[config.mk]
export PLATFORM = sky130hd
export DESIGN_NAME = sad_sync_detect
export DESIGN_NICKNAME = d
export VERILOG_FILES = /design/src/sad_sync_detect.v
export VERILOG_INCLUDE_DIRS = /design/src
export SDC_FILE = /design/constraint.sdc
export NUM_CORES = 2
export LEC_CHECK = 0
export ABC_AREA = 0
export BUFFER_PORTS_ARGS = -buffer_cell sky130_fd_sc_hd__buf_2
export CORE_MARGIN = 1
export CORE_UTILIZATION = 55
export DETAILED_ROUTE_END_ITERATION = 12
export GPL_TIMING_DRIVEN = 0
export MAX_ROUTING_LAYER = met4
export PLACE_DENSITY = 0.8
export SLEW_MARGIN = 25
export SYNTH_ARGS = -nofsm -noshare
export SYNTH_HDL_FRONTEND = slang
export SYNTH_HIERARCHICAL = 1
export SYNTH_SLANG_ARGS = --single-unit
[constraint.sdc]
create_clock -name clk_i -period 4.7 [get_ports clk_i]
set_input_delay 0 -clock clk_i [delete_from_list [all_inputs] [get_ports clk_i]]
set_output_delay 0 -clock clk_i [all_outputs]
set_load 0.05 [all_outputs]
[src/sad_consts.vh]
/*
 sync activity detect: register offsets, field positions, reset values
 and timing counts. assumes a 50 MHz clock and a 32-bit apb slave.
*/
`ifndef SAD_CONSTS_VH
`define SAD_CONSTS_VH

// register word indices and byte addresses (word index times four)
`define SAD_IDX_ACT      8'h01
`define SAD_IDX_POL      8'h02
`define SAD_IDX_SLICER   8'h04
`define SAD_IDX_INCFG    8'h05
`define SAD_IDX_OUTCFG   8'h18
`define SAD_IDX_HSWIDTH  8'h19
`define SAD_ADDR_ACT     12'h004
`define SAD_ADDR_POL     12'h008
`define SAD_ADDR_SLICER  12'h010
`define SAD_ADDR_INCFG   12'h014
`define SAD_ADDR_OUTCFG  12'h060
`define SAD_ADDR_HSWIDTH 12'h064
`define SAD_ADDR_LINELEN 12'h100

// activity status fields
`define SAD_ACT_HS0      0
`define SAD_ACT_VS0      1
`define SAD_ACT_GS0      2
`define SAD_ACT_HS1      3
`define SAD_ACT_VS1      4
`define SAD_ACT_GS1      5
`define SAD_ACT_COMPOSITE_SYNC    6
`define SAD_ACT_TRI      7

// configuration fields
`define SAD_IN_CHAN      0
`define SAD_IN_CSRC_LO   3
`define SAD_IN_CSRC_HI   4
`define SAD_OUT_HPOL     7
`define SAD_OUT_VPOL     6
`define SAD_SLICER_LPF   4

// reset values
`define SAD_SLICER_RST   8'h16
`define SAD_INCFG_RST    8'h00
`define SAD_OUTCFG_RST   8'h00
`define SAD_HSWIDTH_RST  8'h08
`define SAD_LINELEN_RST  12'h320

// timing
`define SAD_GS_RUN       64
`define SAD_VS_PIXEL     7
`define SAD_ACT_TMO_US   100
`define SAD_CLK_MHZ      50
`define SAD_ACT_TMO_CYC  (`SAD_ACT_TMO_US * `SAD_CLK_MHZ)
`define SAD_CS_LONG      12'h0C8

`endif

[src/sad_sync_detect.v]
/*
 sync activity and polarity monitor with buffered and retimed sync outputs.
 assumes all sync inputs are already sliced and synchronous to clk_i,
 and that the pixel clock equals clk_i (output data clock is clk_i).
*/
// The implementer's own choice: the APB slave port.
// What this block does
// monitor six sync inputs, report activity, polarity
// green activity after 64 matching pulses
// trilevel flagged without consecutive pulse run
// composite present on embedded vertical component
// composite source chosen by config bits 3,4
// firmware classifies source by priority table
// firmware confirms composite present after selecting
// firmware prefers horizontal over green sync
// green activity valid only without horizontal
// trilevel valid only green active, horizontal not
// firmware polls trilevel bit several times
// firmware keeps green low-pass filter enabled
// buffered line sync copies selected input
// green selection passes whole green signal
// buffered outputs, detectors run in power-down
// retimed syncs aligned with output data clock
// retimed line pulse ends pixel 0, width, polarity
// retimed frame pulse edges at pixel 7
// status resynchronized into register clock domain
`timescale 1ns/1ps
`include "sad_consts.vh"

module sad_sync_detect
#(
  parameter ACT_TMO = `SAD_ACT_TMO_CYC,
  parameter PER_W   = 16
)
(
  input  wire        clk_i,
  input  wire        srst_i,
  input  wire        psel_i,
  input  wire        penable_i,
  input  wire        pwrite_i,
  input  wire [11:0] paddr_i,
  input  wire [31:0] pwdata_i,
  output reg  [31:0] prdata_o,
  output reg         pready_o,
  output reg         pslverr_o,
  input  wire [1:0]  line_sync_i,
  input  wire [1:0]  frame_sync_i,
  input  wire [1:0]  green_embedded_sync_input_i,
  input  wire [1:0]  trilevel_i,
  input  wire        power_down_i,
  output reg         buf_line_sync_o,
  output reg         buf_frame_sync_o,
  output reg         retimed_line_sync_out_o,
  output reg         retimed_frame_sync_out_o,
  output reg         green_lpf_en_o
);

  //////////////////////////////////////////////////////////////////////////
  // registers
  reg  [7:0]  slicer_q;
  reg  [7:0]  incfg_q;
  reg  [7:0]  outcfg_q;
  reg  [7:0]  hswidth_q;
  reg  [11:0] linelen_q;
  reg  [7:0]  act_q;
  reg  [7:0]  pol_q;
  wire [7:0]  act_raw;
  wire [7:0]  pol_raw;
  wire        sel_ch;
  wire [1:0]  csrc;
  wire        comp_sync;
  wire        frame_sel;
  wire        wr_en;
  wire [1:0]  hs_act;
  wire [1:0]  vs_act;
  wire [1:0]  gs_act;
  wire [1:0]  hs_pol;
  wire [1:0]  vs_pol;
  wire [1:0]  gs_pol;

  assign sel_ch = incfg_q[`SAD_IN_CHAN];
  assign csrc   = incfg_q[`SAD_IN_CSRC_HI:`SAD_IN_CSRC_LO];
  assign wr_en  = psel_i & penable_i & pwrite_i & pready_o;

  //////////////////////////////////////////////////////////////////////////
  // per-input activity monitors; never gated by power_down_i
  genvar g;
  generate
    for (g = 0; g < 2; g = g + 1)
    begin : g_ch
      sad_act_mon #(.TMO(ACT_TMO), .RUN(1), .PER_W(PER_W)) u_hs
      (
        .clk_i  (clk_i),
        .srst_i (srst_i),
        .sync_i (line_sync_i[g]),
        .act_o  (hs_act[g]),
        .pol_o  (hs_pol[g])
      );
      sad_act_mon #(.TMO(ACT_TMO), .RUN(1), .PER_W(PER_W)) u_vs
      (
        .clk_i  (clk_i),
        .srst_i (srst_i),
        .sync_i (frame_sync_i[g]),
        .act_o  (vs_act[g]),
        .pol_o  (vs_pol[g])
      );
      sad_act_mon #(.TMO(ACT_TMO), .RUN(`SAD_GS_RUN), .PER_W(PER_W)) u_gs
      (
        .clk_i  (clk_i),
        .srst_i (srst_i),
        .sync_i (green_embedded_sync_input_i[g]),
        .act_o  (gs_act[g]),
        .pol_o  (gs_pol[g])
      );
    end
  endgenerate

  //////////////////////////////////////////////////////////////////////////
  // composite source: csrc 01 = composite on line input, 1x = green
  assign comp_sync = csrc[1] ? green_embedded_sync_input_i[sel_ch]
                             : line_sync_i[sel_ch];

  // composite-present: a long pulse inside the sync stream marks the
  // embedded vertical interval; its recurrence keeps the flag alive
  reg [11:0] cs_len_q;
  reg        cs_pol_q;
  reg [PER_W-1:0] cs_tmo_q;
  reg        cs_present_q;
  reg        cs_vs_q;
  wire       cs_act_lvl;
  wire       cs_long;
  wire       line_pol;

  // polarity of the selected line or green source
  assign line_pol   = pol_raw[csrc[1] ? (sel_ch ? 5 : 2) : (sel_ch ? 3 : 0)];
  assign cs_act_lvl = comp_sync ^ cs_pol_q;
  assign cs_long    = (cs_len_q >= `SAD_CS_LONG);

  // polarity follows the level held most of the time
  always @(posedge clk_i)
  begin
    if (srst_i)
    begin
      cs_len_q     <= 12'h000;
      cs_pol_q     <= 1'b0;
      cs_tmo_q     <= {PER_W{1'b0}};
      cs_present_q <= 1'b0;
      cs_vs_q      <= 1'b0;
    end
    else
    begin
      cs_pol_q  <= line_pol;
      if (cs_act_lvl && cs_len_q != 12'hFFF)
        cs_len_q <= cs_len_q + 12'h001;
      else if (!cs_act_lvl)
        cs_len_q <= 12'h000;
      cs_vs_q <= cs_act_lvl & cs_long;
      if (cs_long && csrc != 2'b00)
      begin
        cs_present_q <= 1'b1;
        cs_tmo_q     <= {PER_W{1'b0}};
      end
      else if (cs_tmo_q == ACT_TMO[PER_W-1:0] * 2'd2 || csrc == 2'b00)
        cs_present_q <= 1'b0;
      else
        cs_tmo_q <= cs_tmo_q + {{(PER_W-1){1'b0}}, 1'b1};
    end
  end

  //////////////////////////////////////////////////////////////////////////
  // trilevel: any single pulse on the trilevel comparator sets the flag
  reg [PER_W-1:0] tri_tmo_q;
  reg             tri_q;
  always @(posedge clk_i)
  begin
    if (srst_i)
    begin
      tri_tmo_q <= {PER_W{1'b0}};
      tri_q     <= 1'b0;
    end
    else if (trilevel_i[sel_ch])
    begin
      tri_q     <= 1'b1;
      tri_tmo_q <= {PER_W{1'b0}};
    end
    else if (tri_tmo_q == ACT_TMO[PER_W-1:0])
      tri_q <= 1'b0;
    else
      tri_tmo_q <= tri_tmo_q + {{(PER_W-1){1'b0}}, 1'b1};
  end

  //////////////////////////////////////////////////////////////////////////
  // status assembly and resync into the register domain
  assign act_raw = {tri_q, cs_present_q, gs_act[1], vs_act[1], hs_act[1],
                    gs_act[0], vs_act[0], hs_act[0]};
  assign pol_raw = {2'b00, gs_pol[1], vs_pol[1], hs_pol[1],
                    gs_pol[0], vs_pol[0], hs_pol[0]};

  reg [15:0] st_meta_q;
  always @(posedge clk_i)
  begin
    if (srst_i)
    begin
      st_meta_q <= 16'h0000;
      act_q     <= 8'h00;
      pol_q     <= 8'h00;
    end
    else
    begin
      st_meta_q <= {act_raw, pol_raw};
      act_q     <= st_meta_q[15:8];
      pol_q     <= st_meta_q[7:0];
    end
  end

  //////////////////////////////////////////////////////////////////////////
  // buffered outputs: straight copy of selected input, one flop late; frame carries the extracted pulse when csrc is not 00
  assign frame_sel = (csrc != 2'b00) ? cs_vs_q : frame_sync_i[sel_ch];
  always @(posedge clk_i)
  begin
    if (srst_i)
    begin
      buf_line_sync_o  <= 1'b0;
      buf_frame_sync_o <= 1'b0;
    end
    else
    begin
      buf_line_sync_o  <= csrc[1] ? green_embedded_sync_input_i[sel_ch]
                                  : line_sync_i[sel_ch];
      buf_frame_sync_o <= frame_sel;
    end
  end

  //////////////////////////////////////////////////////////////////////////
  // retimed outputs: pixel counter restarts at each line-sync trailing edge
  reg        ls_prev_q;
  reg [11:0] pix_q;
  wire       ls_lvl;
  wire       ls_trail;
  wire       fs_pol;
  wire [11:0] hs_start;
  wire [11:0] pix_d;

  assign ls_lvl   = buf_line_sync_o ^ line_pol;
  assign ls_trail = ls_prev_q & ~ls_lvl;
  assign hs_start = linelen_q - {4'h0, hswidth_q};
  // next pixel index; outputs decode it so edges land on the pixel itself
  assign pix_d    = (ls_trail || pix_q == linelen_q - 12'h001) ?
                    12'h000 : pix_q + 12'h001;
  // extracted frame pulse is already active high
  assign fs_pol   = (csrc != 2'b00) ? 1'b0 : pol_raw[sel_ch ? 4 : 1];

  always @(posedge clk_i)
  begin
    if (srst_i)
    begin
      ls_prev_q                <= 1'b0;
      pix_q                    <= 12'h000;
      retimed_line_sync_out_o  <= 1'b0;
      retimed_frame_sync_out_o <= 1'b0;
    end
    else
    begin
      ls_prev_q <= ls_lvl;
      pix_q     <= pix_d;
      // active for width pixels before pixel 0, released at pixel 0
      retimed_line_sync_out_o <= outcfg_q[`SAD_OUT_HPOL] ^
        (hswidth_q != 8'h00 && pix_d >= hs_start);
      // frame edges move only at pixel 7, width follows input in lines
      if (pix_d == `SAD_VS_PIXEL)
        retimed_frame_sync_out_o <= outcfg_q[`SAD_OUT_VPOL] ^
          (buf_frame_sync_o ^ fs_pol);
    end
  end

  //////////////////////////////////////////////////////////////////////////
  // apb slave: zero wait state, unmapped reads zero with error
  reg        hit;
  reg [7:0]  rd_v;
  always @*
  begin
    hit  = 1'b1;
    rd_v = 8'h00;
    case (paddr_i)
      `SAD_ADDR_ACT:     rd_v = act_q;
      `SAD_ADDR_POL:     rd_v = pol_q;
      `SAD_ADDR_SLICER:  rd_v = slicer_q;
      `SAD_ADDR_INCFG:   rd_v = incfg_q;
      `SAD_ADDR_OUTCFG:  rd_v = outcfg_q;
      `SAD_ADDR_HSWIDTH: rd_v = hswidth_q;
      `SAD_ADDR_LINELEN: rd_v = 8'h00;
      default:           hit  = 1'b0;
    endcase
  end

  always @(posedge clk_i)
  begin
    if (srst_i)
    begin
      slicer_q       <= `SAD_SLICER_RST;
      incfg_q        <= `SAD_INCFG_RST;
      outcfg_q       <= `SAD_OUTCFG_RST;
      hswidth_q      <= `SAD_HSWIDTH_RST;
      linelen_q      <= `SAD_LINELEN_RST;
      prdata_o       <= 32'h0000_0000;
      pready_o       <= 1'b0;
      pslverr_o      <= 1'b0;
      green_lpf_en_o <= 1'b0;
    end
    else
    begin
      green_lpf_en_o <= slicer_q[`SAD_SLICER_LPF];
      pready_o  <= psel_i & ~penable_i;
      pslverr_o <= psel_i & ~penable_i & ~hit;
      if (psel_i && !penable_i)
        prdata_o <= (paddr_i == `SAD_ADDR_LINELEN) ? {20'h00000, linelen_q}
                                                    : {24'h000000, rd_v};
      if (wr_en && !pslverr_o)
        case (paddr_i)
          `SAD_ADDR_SLICER:  slicer_q  <= pwdata_i[7:0];
          `SAD_ADDR_INCFG:   incfg_q   <= pwdata_i[7:0];
          `SAD_ADDR_OUTCFG:  outcfg_q  <= pwdata_i[7:0];
          `SAD_ADDR_HSWIDTH: hswidth_q <= pwdata_i[7:0];
          `SAD_ADDR_LINELEN: linelen_q <= pwdata_i[11:0];
          default:           ;
        endcase
    end
  end

endmodule

//////////////////////////////////////////////////////////////////////////////
// activity and polarity monitor for one sync line
module sad_act_mon
#(
  parameter TMO   = 5000,
  parameter RUN   = 1,
  parameter PER_W = 16
)
(
  input  wire clk_i,
  input  wire srst_i,
  input  wire sync_i,
  output reg  act_o,
  output reg  pol_o
);

  reg             prev_q;
  reg [PER_W-1:0] cnt_q;
  reg [PER_W-1:0] hi_q;
  reg [PER_W-1:0] per_q;
  reg [PER_W-1:0] duty_q;
  reg [PER_W-1:0] idle_q;
  reg [6:0]       run_q;
  reg signed [PER_W:0] bal_q;
  wire rise;

  assign rise = sync_i & ~prev_q;

  // counts matching periods; activity needs RUN of them in a row
  always @(posedge clk_i)
  begin
    if (srst_i)
    begin
      prev_q <= 1'b0;
      cnt_q  <= {PER_W{1'b0}};
      hi_q   <= {PER_W{1'b0}};
      per_q  <= {PER_W{1'b0}};
      duty_q <= {PER_W{1'b0}};
      idle_q <= {PER_W{1'b0}};
      run_q  <= 7'h00;
      bal_q  <= {(PER_W+1){1'b0}};
      act_o  <= 1'b0;
      pol_o  <= 1'b0;
    end
    else
    begin
      prev_q <= sync_i;
      if (rise)
      begin
        cnt_q  <= {{(PER_W-1){1'b0}}, 1'b1};
        hi_q   <= {{(PER_W-1){1'b0}}, 1'b1};
        per_q  <= cnt_q;
        duty_q <= hi_q;
        idle_q <= {PER_W{1'b0}};
        pol_o  <= ~bal_q[PER_W]; // mostly high means active low
        bal_q  <= {(PER_W+1){1'b0}};
        if (cnt_q == per_q && hi_q == duty_q)
        begin
          if (run_q < RUN[6:0])
            run_q <= run_q + 7'h01;
          if (run_q + 7'h01 >= RUN[6:0])
            act_o <= 1'b1;
        end
        else
          run_q <= 7'h00;
      end
      else
      begin
        cnt_q <= cnt_q + {{(PER_W-1){1'b0}}, 1'b1};
        if (sync_i)
          hi_q <= hi_q + {{(PER_W-1){1'b0}}, 1'b1};
        bal_q <= sync_i ? bal_q + 1'b1 : bal_q - 1'b1;
        if (idle_q == TMO[PER_W-1:0])
        begin
          act_o <= 1'b0;
          run_q <= 7'h00;
        end
        else
          idle_q <= idle_q + {{(PER_W-1){1'b0}}, 1'b1};
      end
    end
  end

endmodule

==> After elaboration in Yosys (flattened, before gate mapping) <==
Index checks and enable logic that the tools add are counted.
{ "classes": {"mux": 103, "magnitude_cmp": 17, "reduce_logical": 58, "bitwise": 33, "multipliers": 0, "eq_ne": 49, "n_shift": 0, "div_mod_pow": 0, "addsub": 42} }
{ "op_table": {"columns": ["op", "n"], "rows": [
  ["adder 16 x 1 -> 16 bit, second input constant", 20],
  ["== test 16 bit", 12],
  ["2-to-1 mux 7 bit", 24],
  ["== test 16 x 13 -> 1 bit, second input constant", 7],
  ["adder 17 x 1 -> 17 bit, second input constant", 6],
  ["2-to-1 mux 17 bit", 6],
  ["subtractor 17 x 1 -> 17 bit, second input constant", 6],
  ["2-to-1 mux 1 bit", 62],
  ["2-to-1 mux 12 bit", 4],
  ["one-hot mux 8 bit (6 select lines)", 1],
  ["adder 7 x 1 -> 7 bit, second input constant", 6],
  ["nonzero test 2 bit", 15],
  [">= comparator 7 x 1 -> 1 bit, second input constant", 4],
  ["< comparator 7 x 1 -> 1 bit, second input constant", 4],
  ["adder 12 x 1 -> 12 bit, second input constant", 2],
  ["== test 12 x 3 -> 1 bit, second input constant", 2],
  ["== test 12 x 5 -> 1 bit, second input constant", 2],
  ["== test 12 x 7 -> 1 bit, second input constant", 2],
  ["inequality test 2 bit, second input constant", 12],
  ["AND reduction 2 bit", 11],
  ["inequality test 3 bit, second input constant", 6],
  ["AND reduction 3 bit", 6],
  ["== test 16 x 14 -> 1 bit, second input constant", 1],
  ["OR reduction 2 bit", 8],
  ["other kinds (25)", 73]
]} }
{ "totals": {"mem_bits_rw": 0, "memories": 0, "output_inout_bits": 39, "romBits": 0, "input_bits": 58, "register_bits": 818, "latchBits": 0, "wordCells": 400} }

==> Depth between registers and ports, before layout <==
{ "logic_depth": {"ltp_word": 13, "depth_mapped": 17, "depth_no_buf": 17} }

==> By module <==
The synthesis kept the hierarchy.
{ "modules_own_cells": {"columns": ["module", "area_each_um2", "instances", "seq_area_each_um2", "cells_each"], "rows": [
  ["sad_act_mon at g_ch[0].u_hs ...", 5099.9, 4, 2142.1, 604],
  ["sad_act_mon at g_ch[0].u_gs ...", 5276.3, 2, 2142.1, 630],
  ["sad_sync_detect", 7694.9, 1, 3042.9, 888]
]} }

==> Worst setup path before layout <==
Ideal clock, no wire load.
{ "synth_timing": {"path_kind": "register to register", "start": "register linelen_q[3]", "end": "register retimed_line_sync_out_o", "arrival_time_ns": 3.854, "n_path_buf": 2, "stages_incl_launch_ff": 17, "setup_slack_ns": 0.726, "setup_ns": 0.121, "cell_sequence": "dfxtp_1 clkbuf_1 or4_1 or4_1 a21oi_1 a31oi_1 nor4_4 buf_2 nor3_1 ha_1 a21o_1 a21o_1 a2111oi_0 o21ai_0 o2111ai_1 a22oi_1 mux2_2"} }
{ "synth_between": {"elab_chain_len": 7, "word_cells_on_any_way": 8} }
{ "synth_rtl": {"columns": ["item", "line", "text"], "rows": [
  ["from (decl)", "sad_sync_detect.v:64", "reg [11:0] linelen_q;"],
  ["from (signal assigned)", "sad_sync_detect.v:304", "linelen_q <= `SAD_LINELEN_RST;"],
  ["from (signal assigned)", "sad_sync_detect.v:324", "`SAD_ADDR_LINELEN: linelen_q <= pwdata_i[11:0];"],
  ["subtractor 12 x 1 -> 12 bit", "sad_sync_detect.v:248", "assign pix_d = (ls_trail || pix_q == linelen_q - 12'h001) ?"],
  ["== test 12 bit", "sad_sync_detect.v:248", null],
  ["logical OR 1 bit", "sad_sync_detect.v:248", null],
  ["2-to-1 mux 12 bit", "sad_sync_detect.v:248", null],
  ["net pix_d[5]", "sad_sync_detect.v:242", "wire [11:0] pix_d;"],
  [">= comparator 12 bit", "sad_sync_detect.v:268", "(hswidth_q != 8'h00 && pix_d >= hs_start);"],
  ["logical AND 1 bit", "sad_sync_detect.v:268", null],
  ["XOR 1 bit", "sad_sync_detect.v:267", "retimed_line_sync_out_o <= outcfg_q[`SAD_OUT_HPOL] ^"],
  ["to (signal assigned)", "sad_sync_detect.v:267", null],
  ["to (decl)", "sad_sync_detect.v:53", "output reg retimed_line_sync_out_o,"]
]} }
The timed path passes the listed nets, and every way through them passes these cells.
A chain may end at the register's enable or synchronous reset.

==> Worst setup path in the final report <==
{ "layout_timing": {"start": "register linelen_q[1]", "end": "register retimed_line_sync_out_o"} }
The elaborated chain is that of the path after synthesis.

==> summary.txt <==
result of the run -> finished, final reports clean
number of clock sinks seen by CTS -> 794
H-Tree Level Count -> 3
detailed placement HPWL -> 58100 µm
unrepaired setup endpoints after global routing -> false
Slew Limit Headroom -> 0.285
die width -> 267 µm
post-route standard cell area excluding fillers -> 43300 µm²
distinct cell type count after synthesis -> 84
adder and majority cell fraction of the synthesized area -> 0.0532
die span in y -> 267 µm
Critical Path Fanout Max -> 10
via density per instance -> 5.55
PnR worst setup slack -> 0.293 ns
Worst Max-Slew Pin Slew -> 1.07 ns
worst setup skew after layout -> 0.0239 ns
kind of cell adding the most delay to the critical path -> simple AND/OR/NAND/NOR gates
period utilization -> 0.938
time the worst path needs with I/O delays and setup -> 4.41 ns
number of antenna violations at the first check in global routing -> 1
average routed wire per standard cell -> 14.7 µm
cell area reported after detailed placement -> 40200 µm²
f_max -> 227 MHz
chain of cells forming the critical path -> or4_1, or4_1, a21oi_1, a31oi_1, nor4_4, buf_2, nor3_1, ha_1, a21o_1, a21o_1, a2111oi_0, o21ai_0, o2111ai_1, a22oi_1, mux2_2
number of pins with negative max-slew slack in the final report -> 0
min-delay worst type -> in -> reg
largest net degree at the start of global routing -> 21
category of the worst setup path launch point -> flip-flop
clock edge transition at the registers on the reported setup and hold paths -> 0.06 ns
DR DRC count -> 0
number of max-cap violations -> 0
critical path data arrival time -> 4.92 ns
signed area change from the synthesized netlist to the final layout -> 12.0%
GRT Overall Usage -> 0.242
flip-flop cell with the highest count after synthesis -> dfxtp_1
cell chosen for the clock root -> clkbuf_16
count of state elements after synthesis -> 794
Final Setup Violations -> 0
Total Die Area -> 71300 µm²
final hold violation count -> 0
CTS Buf Count -> 83
worst setup slack before clock tree synthesis -> 0.171 ns
number of top-level design ports -> 97
number of cell rows -> 96
maximum buffer depth of the clock tree -> 3
post-synthesis share of cell area spent on and, or, nand and nor gates -> 0.246
area fraction in compound gates after synthesis -> 0.108
Nets -> 4974
final wirelength -> 84600 µm
DRC violation total after the first TritonRoute iteration -> 2283
Largest regs -> g_ch.u_gs/bal_q: 34 flops, g_ch.u_hs/bal_q: 34 flops, g_ch.u_vs/bal_q: 34 flops
maximum vdd drop -> 286 µV
number of enable-type register cells in the synthesized netlist -> 0
non-filler instance count after layout -> 5750
netlist area before placement -> 38600 µm²
data required time at the worst endpoint -> 5.21 ns
TritonCTS clock tree -> yes
Vias -> 31.9k
number of synthesis warnings -> 6
static leakage -> 17.2 nW
fraction of synthesized area in multiplexers -> 0.0171
wire length of the first global-routing pass -> 142000 µm
via count of the first global-routing pass -> 29.9k
Initial Utilization -> 0.560
worst-case register-to-register setup slack -> 0.29 ns
Pwr per Cell Area -> 357 nW/µm²
final estimated routing congestion in global placement -> 0.933
core area -> 69100 µm²
fraction of the yosys area taken by sequential cells -> 0.411
per-instance average area after synthesis -> 8.47 µm²
ratio of cells with drive above 1 in the final layout -> 0.0662
area share of xor/xnor cells in the synthesized design -> 0.127
main combinational cell family by area after synthesis -> simple AND/OR/NAND/NOR gates
number of nets with antenna violations after routing -> 0
IO buf count -> 55
total overflow reported by the global router -> 0
clock insertion delay at the later pin of the skew report -> 0.63 ns
Critical Path Sink Type -> flip-flop
delay contributed by the slowest stage of the critical path -> 0.61 ns
number of cells after detailed placement -> 5569
Async SR Flop Fraction -> 0
cell type of the slowest stage on the worst timing path -> or4_1
Fillers -> 5656
First-pass DRT Iterations -> 7
Sum Neg Setup Slack -> 0 ns
CP bufs+invs -> 1
Crit Path Class -> reg -> reg
Cells after Synth -> 4564
[worst register-to-register path, stage by stage, from the launching register on]
cell and delay [ns]:
dfxtp_1 0.47, or4_1 0.61, or4_1 0.53, a21oi_1 0.14
a31oi_1 0.08, nor4_4 0.41, buf_2 0.27, nor3_1 0.10
ha_1 0.31, a21o_1 0.18, a21o_1 0.17, a2111oi_0 0.34
o21ai_0 0.15, o2111ai_1 0.13, a22oi_1 0.10, mux2_2 0.29
[power by group]
group          switching (mW)  internal (mW)  total (mW)
registers               0.118           6.92        7.04
logic                    1.06          0.662        1.72
clock network            2.68           4.01        6.70
[placed cells by master (no fill, tap or decap), drive strengths merged, types with 38 or more instances in the layout]
cell type | Yosys | routed
dfxtp | 794 | 794
nand2 | 609 | 609
nor2 | 547 | 547
xor2 | 404 | 404
a21oi | 364 | 364
clkbuf | 164 | 283
nand3 | 206 | 206
ha | 153 | 153
xnor2 | 151 | 151
buf | 61 | 118
inv | 108 | 112
o21ai | 111 | 111
nand4 | 98 | 98
nor3 | 73 | 73
nor4 | 70 | 70
and3 | 68 | 68
mux2i | 57 | 57
nor2b | 55 | 55
and2 | 50 | 50
or3 | 45 | 45
a21o | 38 | 38
[cell usage after synthesis, types with 27 or more instances]
cell type / number / area, µm²
dfxtp_1: 794 / 15900
nand2_1: 609 / 2290
nor2_1: 545 / 2050
xor2_1: 400 / 3500
a21oi_1: 364 / 1820
nand3_1: 206 / 1030
clkbuf_1: 164 / 616
ha_1: 153 / 1910
xnor2_1: 151 / 1320
inv_1: 108 / 405
o21ai_0: 107 / 536
nand4_1: 98 / 613
nor3_1: 69 / 345
and3_1: 66 / 413
nor4_1: 63 / 394
mux2i_1: 57 / 571
nor2b_1: 55 / 344
and2_1: 46 / 288
or3_1: 45 / 282
a21o_1: 30 / 225
a31oi_1: 27 / 169
[layer usage]
| metal | wire length, µm | vias up | track usage |
|---|---|---|---|
| met5 | 0 | - | - |
| met4 | 2400 | 0 | 0.0760 |
| met3 | 4410 | 196 | 0.0374 |
| met2 | 40100 | 798 | 0.407 |
| met1 | 37700 | 14900 | 0.297 |
| li1 | - | 16000 | - |
[timing repair]
item                                    4_1_cts  5_1_grt
setup buffers                                 0        2
resized for setup                             0        3
endpoints found under the setup margin        0        1
hold buffers                                 32        0
hold endpoints to repair                     84        0
[area by class of cell]
cell class                 count  area, µm²  share of cell area
timing repair buffer          89        611              0.0141
multi-input combinational   3456      21400               0.493
tap                          931       1160              0.0269
buffer                       224       1060              0.0244
sequential                   794      15900               0.367
antenna                        1       2.50           0.0000578
clock buffer                 120       2420              0.0558
clock inverter                27        380             0.00878
inverter                     108        405             0.00936
[logic make-up after synthesis]
group                      Yosys count
AOI/OAI and AO/OA                  689
xor gates and xnor gates           555
buffers and inverters              333
adders and majority gates          160
and+or+nand+nor                   1969
muxes                               63
other                                1
DFF                                794
[stage by stage]
stage,util,power (mW),hold WS (ns)
floorplan,-,8.47,0.118
global placement,0.581,8.80,0.227
detailed placement,0.581,8.85,0.222
CTS,0.627,15.6,0.0140
global route,0.627,16.1,0.0830
finish,0.627,15.5,0.0490
[worst paths after layout]
path | depth (start not counted) | to | startpoint
worst min register to register | 1 | pol_q[1] | st_meta_q[1]
worst min-delay path | 5 | tri_tmo_q[0] | trilevel_i[1]
worst max-delay path | 15 | retimed_line_sync_out_o | linelen_q[1]
worst max register to register | 15 | retimed_line_sync_out_o | linelen_q[1]
(Power assumes the default switching activity.)
